### config.mk
export PLATFORM = sky130hd
export DESIGN_NAME = wake_exit_and_secondary_clock
export DESIGN_NICKNAME = d
export VERILOG_FILES = /design/src/logic/delay_timer.v /design/src/logic/wake_exit_and_secondary_clock.v
export VERILOG_INCLUDE_DIRS = /design/src /design/src/shared
export SDC_FILE = /design/constraint.sdc
export NUM_CORES = 1
export LEC_CHECK = 0
export BUFFER_PORTS_ARGS = -buffer_cell sky130_fd_sc_hd__buf_2
export CAP_MARGIN = 20
export CORE_MARGIN = 3
export CORE_UTILIZATION = 65
export CTS_BUF_LIST = sky130_fd_sc_hd__clkbuf_8
export CTS_CLUSTER_DIAMETER = 120
export DETAILED_ROUTE_END_ITERATION = 10
export PLACE_DENSITY_LB_ADDON = 0.12
export SLEW_MARGIN = 30
export SYNTH_ARGS = -nofsm -noshare
export SYNTH_HDL_FRONTEND = slang
export SYNTH_HIERARCHICAL = 1
export SYNTH_SLANG_ARGS = --single-unit
### constraint.sdc
create_clock -name pclk -period 6.1 [get_ports pclk]
set_clock_uncertainty 0.1 [all_clocks]
set_input_delay 1.22 -clock pclk [delete_from_list [all_inputs] [get_ports pclk]]
set_output_delay 1.22 -clock pclk [all_outputs]
set_load 0.005 [all_outputs]
### src/shared/clock_ctrl_regs.vh
// Register offsets, field positions, reset values and timing counts for the wake/clock control block
`ifndef CLOCK_CTRL_REGS_VH
`define CLOCK_CTRL_REGS_VH

// Printed offsets are not multiples of four: these are word indices
`define SECONDARY_TIMER_CONTROL_IDX 12'hFCD
`define OSCILLATOR_CONTROL_IDX 12'hFD3
// Byte address is four times the index
`define SECONDARY_TIMER_CONTROL_ADDR 14'h3F34
`define OSCILLATOR_CONTROL_ADDR 14'h3F4C
// Own register for primary oscillator mode configuration
`define WAKE_CONFIG_ADDR 14'h0000

// secondary_timer_control fields
`define STC_OSC_EN_BIT 3
`define STC_CLK_ACTIVE_BIT 6
`define STC_RESET 8'h00

// oscillator_control fields
`define OSC_IDLE_ON_SLEEP_BIT 7
`define OSC_FREQ_LSB 4
`define OSC_FREQ_MSB 6
`define OSC_START_DONE_BIT 3
`define OSC_INT_STABLE_BIT 2
`define OSC_SEL_LSB 0
`define OSC_SEL_MSB 1
// Internal oscillator frequency select: 1 MHz after reset
`define OSC_FREQ_1MHZ 3'h4
`define OSC_RESET 8'h40

// clock_select_field encodings
`define SEL_PRIMARY 2'h0
`define SEL_SECONDARY 2'h1
`define SEL_INTERNAL 2'h2

// Primary oscillator modes (wake_config bits 2:0)
`define PM_LOW_POWER_CRYSTAL 3'h0
`define PM_STANDARD_CRYSTAL 3'h1
`define PM_HIGH_SPEED_CRYSTAL 3'h2
`define PM_HIGH_SPEED_PLL 3'h3
`define PM_EXTERNAL_CLOCK 3'h4
`define PM_RESISTOR_CAPACITOR 3'h5
`define PM_INTERNAL_OSC_IO 3'h6
`define WAKE_CONFIG_RESET 8'h06

// Timing: times in ns, counts derived at 10 ns clock period
`define CLK_PERIOD_NS 10
`define CPU_PREP_DELAY_NS 10000
`define CPU_PREP_DELAY_CYC ((`CPU_PREP_DELAY_NS + `CLK_PERIOD_NS - 1) / `CLK_PERIOD_NS)
`define PLL_LOCK_TIME_NS 2000000
`define PLL_LOCK_TIME_CYC ((`PLL_LOCK_TIME_NS + `CLK_PERIOD_NS - 1) / `CLK_PERIOD_NS)
`define START_UP_TIMER_CYCLES 1024
`define INTERNAL_OSC_SETTLE_NS 1000000
`define INTERNAL_OSC_SETTLE_CYC ((`INTERNAL_OSC_SETTLE_NS + `CLK_PERIOD_NS - 1) / `CLK_PERIOD_NS)

`endif

### src/logic/delay_timer.v
// One-shot delay timer: loaded with a count, pulses done when it has run out
`timescale 1ns/10ps
`default_nettype none
module delay_timer (
  // Clock and reset
  input wire pclk,
  input wire presetn,
  // Control
  input wire start,
  input wire abort,
  input wire [23:0] length,
  // Status
  output reg busy,
  output reg done
);
  reg [23:0] count;

  // Counts down once per cycle; done is a one-cycle pulse at expiry
  always @(posedge pclk or negedge presetn) begin
    if (!presetn) begin
      count <= 24'h000000;
      busy <= 1'b0;
      done <= 1'b0;
    end else begin
      done <= 1'b0;
      if (abort) begin
        busy <= 1'b0;
      end else if (start) begin
        count <= length;
        busy <= 1'b1;
      end else if (busy) begin
        if (count <= 24'h000001) begin
          busy <= 1'b0;
          done <= 1'b1;
        end else begin
          count <= count - 24'h000001;
        end
      end
    end
  end
endmodule // delay_timer
`default_nettype wire

### src/logic/wake_exit_and_secondary_clock.v
// Wake-up exit sequencing and secondary oscillator clock control with APB registers
//
// The APB slave port was decided locally.
`timescale 1ns/10ps
`default_nettype none
`include "clock_ctrl_regs.vh"
module wake_exit_and_secondary_clock #(
  parameter START_UP_CYCLES = `START_UP_TIMER_CYCLES,
  parameter PLL_LOCK_CYCLES = `PLL_LOCK_TIME_CYC,
  parameter SETTLE_CYCLES = `INTERNAL_OSC_SETTLE_CYC
) (
  // Clock and reset
  input wire pclk,
  input wire presetn,
  // APB slave
  input wire psel,
  input wire penable,
  input wire pwrite,
  input wire [13:0] paddr,
  input wire [31:0] pwdata,
  output reg [31:0] prdata,
  output reg pready,
  output reg pslverr,
  // CPU power events
  input wire sleep_cmd,
  input wire wake_event,
  // Oscillator monitor inputs (pins, synchronised here)
  input wire secondary_osc_fail,
  input wire clock_monitor_en,
  // Clock and CPU control outputs
  output reg cpu_run,
  output reg [1:0] clock_source,
  output reg primary_osc_on,
  output reg internal_osc_on,
  output reg secondary_osc_on,
  output reg in_secondary_idle
);
  // ----------------------------------------------------------------
  // States
  // ----------------------------------------------------------------
  localparam ST_RUN = 2'h0;
  localparam ST_SLEEP = 2'h1;
  localparam ST_IDLE = 2'h2;
  localparam ST_WAKE = 2'h3;

  reg [1:0] state;
  reg [7:0] stc;
  reg [7:0] osc;
  reg [7:0] wake_config;
  reg primary_stopped;
  reg fail_meta;
  reg fail_sync;
  reg mon_meta;
  reg mon_sync;
  reg prep_start;
  reg osc_start;
  reg settle_start;
  reg [23:0] osc_len;
  wire prep_busy;
  wire prep_done;
  wire osc_busy;
  wire osc_done;
  wire settle_done;
  wire settle_busy;
  wire [2:0] pmode;
  wire crystal_mode;
  wire pll_mode;
  wire int_mode;
  wire apb_write;
  wire apb_read;
  wire secondary_supplies;
  wire primary_selected;

  assign pmode = wake_config[2:0];
  assign crystal_mode = (pmode == `PM_LOW_POWER_CRYSTAL) || (pmode == `PM_STANDARD_CRYSTAL) ||
                        (pmode == `PM_HIGH_SPEED_CRYSTAL);
  assign pll_mode = (pmode == `PM_HIGH_SPEED_PLL);
  assign int_mode = (osc[`OSC_SEL_MSB:`OSC_SEL_LSB] == `SEL_INTERNAL) || (pmode == `PM_INTERNAL_OSC_IO);
  assign apb_write = psel && penable && pwrite;
  assign apb_read = psel && !penable && !pwrite;
  assign primary_selected = (osc[`OSC_SEL_MSB:`OSC_SEL_LSB] == `SEL_PRIMARY);
  // Secondary supplies the clock only while selected, enabled and not failed under the monitor
  assign secondary_supplies = (osc[`OSC_SEL_MSB:`OSC_SEL_LSB] == `SEL_SECONDARY) && stc[`STC_OSC_EN_BIT] &&
                              !(mon_sync && fail_sync);

  // ----------------------------------------------------------------
  // Pin synchronisers
  // ----------------------------------------------------------------
  // Two flops each; only the second stage is read
  always @(posedge pclk or negedge presetn) begin
    if (!presetn) begin
      fail_meta <= 1'b0;
      fail_sync <= 1'b0;
      mon_meta <= 1'b0;
      mon_sync <= 1'b0;
    end else begin
      fail_meta <= secondary_osc_fail;
      fail_sync <= fail_meta;
      mon_meta <= clock_monitor_en;
      mon_sync <= mon_meta;
    end
  end

  // ----------------------------------------------------------------
  // Delay timers
  // ----------------------------------------------------------------
  // Preparation count held as a parameter so it can be cut to the timer width on purpose
  localparam PREP_CYCLES = `CPU_PREP_DELAY_CYC;

  // CPU preparation delay, started at the wake event
  delay_timer prep_timer (
    .pclk(pclk),
    .presetn(presetn),
    .start(prep_start),
    .abort(1'b0),
    .length(PREP_CYCLES[23:0]),
    .busy(prep_busy),
    .done(prep_done)
  );

  // Start-up timer, plus PLL lock when in PLL mode, started together with prep
  delay_timer osc_timer (
    .pclk(pclk),
    .presetn(presetn),
    .start(osc_start),
    .abort(1'b0),
    .length(osc_len),
    .busy(osc_busy),
    .done(osc_done)
  );

  // Internal oscillator settle period; execution is not held for it
  delay_timer settle_timer (
    .pclk(pclk),
    .presetn(presetn),
    .start(settle_start),
    .abort(1'b0),
    .length(SETTLE_CYCLES[23:0]),
    .busy(settle_busy),
    .done(settle_done)
  );

  // Start-up length: PLL lock time is added after the start-up timer
  always @* begin
    if (pll_mode) begin
      osc_len = START_UP_CYCLES[23:0] + PLL_LOCK_CYCLES[23:0];
    end else begin
      osc_len = START_UP_CYCLES[23:0];
    end
  end

  // ----------------------------------------------------------------
  // Power state machine
  // ----------------------------------------------------------------
  always @(posedge pclk or negedge presetn) begin
    if (!presetn) begin
      state <= ST_RUN;
      primary_stopped <= 1'b0;
      prep_start <= 1'b0;
      osc_start <= 1'b0;
      settle_start <= 1'b0;
      cpu_run <= 1'b1;
      in_secondary_idle <= 1'b0;
    end else begin
      prep_start <= 1'b0;
      osc_start <= 1'b0;
      settle_start <= 1'b0;
      case (state)
        ST_RUN: begin
          if (sleep_cmd) begin
            cpu_run <= 1'b0;
            // With the secondary selected, sleep always idles on it, whatever the idle bit holds
            if (osc[`OSC_IDLE_ON_SLEEP_BIT] || (osc[`OSC_SEL_MSB:`OSC_SEL_LSB] == `SEL_SECONDARY)) begin
              state <= ST_IDLE;
              // Primary keeps running only when it is the selected source
              primary_stopped <= !primary_selected;
              in_secondary_idle <= (osc[`OSC_SEL_MSB:`OSC_SEL_LSB] == `SEL_SECONDARY);
            end else begin
              state <= ST_SLEEP;
              primary_stopped <= 1'b1;
            end
          end
        end
        ST_SLEEP, ST_IDLE: begin
          if (wake_event) begin
            state <= ST_WAKE;
            in_secondary_idle <= 1'b0;
            prep_start <= 1'b1;
            // Start-up timer only when waking back onto a stopped crystal/PLL primary
            osc_start <= primary_stopped && primary_selected && (crystal_mode || pll_mode);
            settle_start <= int_mode && primary_stopped;
          end
        end
        ST_WAKE: begin
          // Both delays overlap; resume once neither is pending
          if (!prep_start && !prep_busy && !osc_start && !osc_busy) begin
            state <= ST_RUN;
            cpu_run <= 1'b1;
          end
        end
        default: state <= ST_RUN;
      endcase
    end
  end

  // ----------------------------------------------------------------
  // Registers
  // ----------------------------------------------------------------
  // Software fields, hardware status flags; hardware set wins over stop-clear
  always @(posedge pclk or negedge presetn) begin
    if (!presetn) begin
      stc <= `STC_RESET;
      osc <= `OSC_RESET;
      wake_config <= `WAKE_CONFIG_RESET;
    end else begin
      if (apb_write && paddr == `SECONDARY_TIMER_CONTROL_ADDR) begin
        stc[`STC_OSC_EN_BIT] <= pwdata[`STC_OSC_EN_BIT];
        stc[5:4] <= pwdata[5:4];
        stc[2:0] <= pwdata[2:0];
        stc[7] <= pwdata[7];
      end
      if (apb_write && paddr == `OSCILLATOR_CONTROL_ADDR) begin
        osc[`OSC_IDLE_ON_SLEEP_BIT] <= pwdata[`OSC_IDLE_ON_SLEEP_BIT];
        osc[`OSC_FREQ_MSB:`OSC_FREQ_LSB] <= pwdata[`OSC_FREQ_MSB:`OSC_FREQ_LSB];
        osc[`OSC_SEL_MSB:`OSC_SEL_LSB] <= pwdata[`OSC_SEL_MSB:`OSC_SEL_LSB];
      end
      if (apb_write && paddr == `WAKE_CONFIG_ADDR) begin
        wake_config[2:0] <= pwdata[2:0];
      end
      stc[`STC_CLK_ACTIVE_BIT] <= secondary_supplies;
      // Ready flags: cleared in sleep in their oscillator modes and when their timer starts, set after its delay
      if (osc_done) begin
        osc[`OSC_START_DONE_BIT] <= 1'b1;
      end else if (osc_start || (state == ST_SLEEP && (crystal_mode || pll_mode))) begin
        osc[`OSC_START_DONE_BIT] <= 1'b0;
      end
      if (settle_done) begin
        osc[`OSC_INT_STABLE_BIT] <= 1'b1;
      end else if (settle_start || (state == ST_SLEEP && int_mode)) begin
        osc[`OSC_INT_STABLE_BIT] <= 1'b0;
      end
    end
  end

  // ----------------------------------------------------------------
  // APB slave: zero wait states, data registered in setup phase
  // ----------------------------------------------------------------
  always @(posedge pclk or negedge presetn) begin
    if (!presetn) begin
      prdata <= 32'h00000000;
      pready <= 1'b0;
      pslverr <= 1'b0;
    end else begin
      pready <= psel && !penable;
      pslverr <= 1'b0;
      if (apb_read) begin
        case (paddr)
          `SECONDARY_TIMER_CONTROL_ADDR: prdata <= {24'h000000, stc};
          `OSCILLATOR_CONTROL_ADDR: prdata <= {24'h000000, osc};
          `WAKE_CONFIG_ADDR: prdata <= {24'h000000, 5'h00, wake_config[2:0]};
          default: prdata <= 32'h00000000;
        endcase
      end
    end
  end

  // ----------------------------------------------------------------
  // Clock enables
  // ----------------------------------------------------------------
  // Secondary stays on through every mode while enabled
  always @(posedge pclk or negedge presetn) begin
    if (!presetn) begin
      secondary_osc_on <= 1'b0;
      primary_osc_on <= 1'b1;
      internal_osc_on <= 1'b1;
      clock_source <= `SEL_PRIMARY;
    end else begin
      secondary_osc_on <= stc[`STC_OSC_EN_BIT];
      primary_osc_on <= !(state == ST_SLEEP) && !(state == ST_IDLE && primary_stopped);
      internal_osc_on <= (state != ST_SLEEP);
      if (secondary_supplies) begin
        clock_source <= `SEL_SECONDARY;
      end else if (osc[`OSC_SEL_MSB:`OSC_SEL_LSB] == `SEL_SECONDARY) begin
        clock_source <= `SEL_INTERNAL;
      end else begin
        clock_source <= osc[`OSC_SEL_MSB:`OSC_SEL_LSB];
      end
    end
  end
endmodule // wake_exit_and_secondary_clock
`default_nettype wire

==> out/metrics.yaml <==
run_status:
  status: "finished, final reports clean"
sta:
  setup_ws_ns: 3.042
  slew_headroom_pct: 43.43
  setup_viol: 0
  setup_tns_ns: 0
  fin_crit_ns: 3.058
  period_share_pct: 50.13
  rsz0062_at_grt: "false"
  drv_slew: 0
  hold_viol: 0
  fmax_ghz: 0.3270
  worst_slew_pin_slew_ns: 0.8408
power_and_ir_drop:
  fin_total_pwr_mw: 2.688
  peakVddDrop_mv: 0.2779
  power_density_mw_per_mm2: 338.5
  leakagePower_nw: 3.525
critical_path:
  crit_fanout: 29
  worstSetupPathType: "register to register"
  rr_worst_depth: 6
  critPathArrivalTime_ns: 3.30
  cp-start-kind: "register"
  cp-end-kind: "register"
  cp.required_ns: 6.35
cells_and_area:
  synthToLayoutAreaGrowth_pct: 9.830
  multiInputGateArea_mm2: 0.003980
  instances_no_fill: 1043
  design_area_mm2: 0.007940
  ff_latch_area_mm2: 0.003060
  final_nets: 960
  drive_gt1_share_pct: 13.67
  antenna_cells: 0
  fill_cells: 785
global_routing:
  overflow: 0
  grt_pass1_vias: 6106
  antenna_found_initial: 0
  grt_use_total_pct: 27.42
  grt_pass1_wl_um: 28330
  grt_max_degree: 78
worst_hold_path:
  holdPathStages: 0
  hold_class: "register to register"
floorplan:
  die-height_um: 111.5
  coreArea_mm2: 0.01056
  initial_core_util_pct: 68.49
  top_level_ports: 96
  die_w_um: 111.5
  rows: 37
  die_area_mm2: 0.01242
clock_tree:
  clock_sinks: 122
  cts-root-buf: "clkbuf_8"
  tritoncts: "done"
  htree_num_levels: 4
  cts_resized: 0
  clk_latency_ns: 0.45
  cts_max_path_buffers: 2
  post-cts-setup-buffer-count: 0
  path_clk_slew_ns: 0.06
  cts-buffers-inserted: 17
  postCtsHoldBufs: 0
synth:
  syn_area_per_cell_um2: 9.048
  syn-instance-count: 799
  synth_area_mm2: 0.007229
  yosysWarningCount: 6
placement:
  placed_area_mm2: 0.007612
  place_congestion: 0.8768
  portBuffers: 46
  dp_hpwl_um: 11260
  place_ws_ns: 3.097
  post-place-cells: 1011
drt:
  ant_nets: 0
  routed_wl_um: 16640
  firstDrtPassIters: 5
  num_vias: 6404
  first_iter_violations: 723
  viasPerCell: 6.140
  drc: 0
  wire_per_inst_um: 15.96
run:
  maxCapViolCount: 0
## state kept, by name, indices dropped and copies added (netlist names), 3 cells and up
signal	cells
prep_timer/count	24
stc	8
osc_timer/count	24
osc	8
pmode	3
settle_timer/count	24
prdata	8
## critical path, stage by stage (launching register included)
cell	delay, ns
dfrtp_1	0.45
nor4_1	0.52
nand4_1	0.57
o41ai_4	0.59
buf_4	0.35
nor3_1	0.10
a211oi_1	0.28
## final cells by class
type	instances	share of cell area [%]
Tap cell	136	2.143
Sequential cell	122	38.54
Clock buffer	20	3.467
Multi-Input combinational cell	670	50.13
Clock inverter	12	0.6146
Timing Repair Buffer	54	3.735
Inverter	29	1.371
## report_power, final
| part | total [mW] | switching (mW) | leakage, nW | internal, mW |
|---|---|---|---|---|
| clock | 0.602 | 0.305 | 0.203 | 0.297 |
| combinational | 0.899 | 0.556 | 1.78 | 0.343 |
| sequential | 1.19 | 0.202 | 1.54 | 0.985 |
| total | 2.69 | 1.06 | 3.52 | 1.62 |
## path summary, 6_finish.rpt
kind | start | endpoint | slack [ns]
max | settle_timer/count[4] | settle_timer/count[23] | 3.04
min | mon_meta | mon_sync | 0.25
max reg2reg | settle_timer/count[4] | settle_timer/count[23] | 3.04
min reg2reg | mon_meta | mon_sync | 0.25
max in group asynchronous | presetn | stc[1] | 4.12
min in group asynchronous | presetn | stc[4] | 0.69
## per-stage QoR
stage,util (%),hold slack (ns)
finish,75.23,0.2486
global route,75.23,0.2535
CTS,75.19,0.2472
detailed placement,72.12,0.2347
global placement,72.12,0.2382
floorplan,-,0.2312
## layout by cell type, fill, tap and decap left out, drive strengths merged, types with 4 or more instances in the layout
master  instances
a21oi          62
nor4           27
mux2i           4
dfstp           6
nor2b           4
dfrtp         116
nand2          47
inv            35
o21a            5
a22oi          20
o22ai          10
a211oi          7
o211ai          8
conb           99
o21ai          68
o32ai           6
nor2           88
ha             11
a22o            6
nand3          15
a32oi           6
o22a           12
and2            6
nor3b           7
o41ai          10
o31ai           8
or4            15
mux2           16
nor4b           4
nand2b          5
buf            54
nand4          14
clkbuf         20
nor3           32
or3            10
clkinv          6
## routing by layer
| metal | GRT usage [%] | part of all wire (%) |
|---|---|---|
| met1 | 34.99 | 42 |
| met2 | 45.64 | 50 |
| met3 | 5.978 | 5.2 |
| met4 | 11.11 | 1.8 |
| met5 | 0 | 0 |
Power figures use the tool's default switching activity.
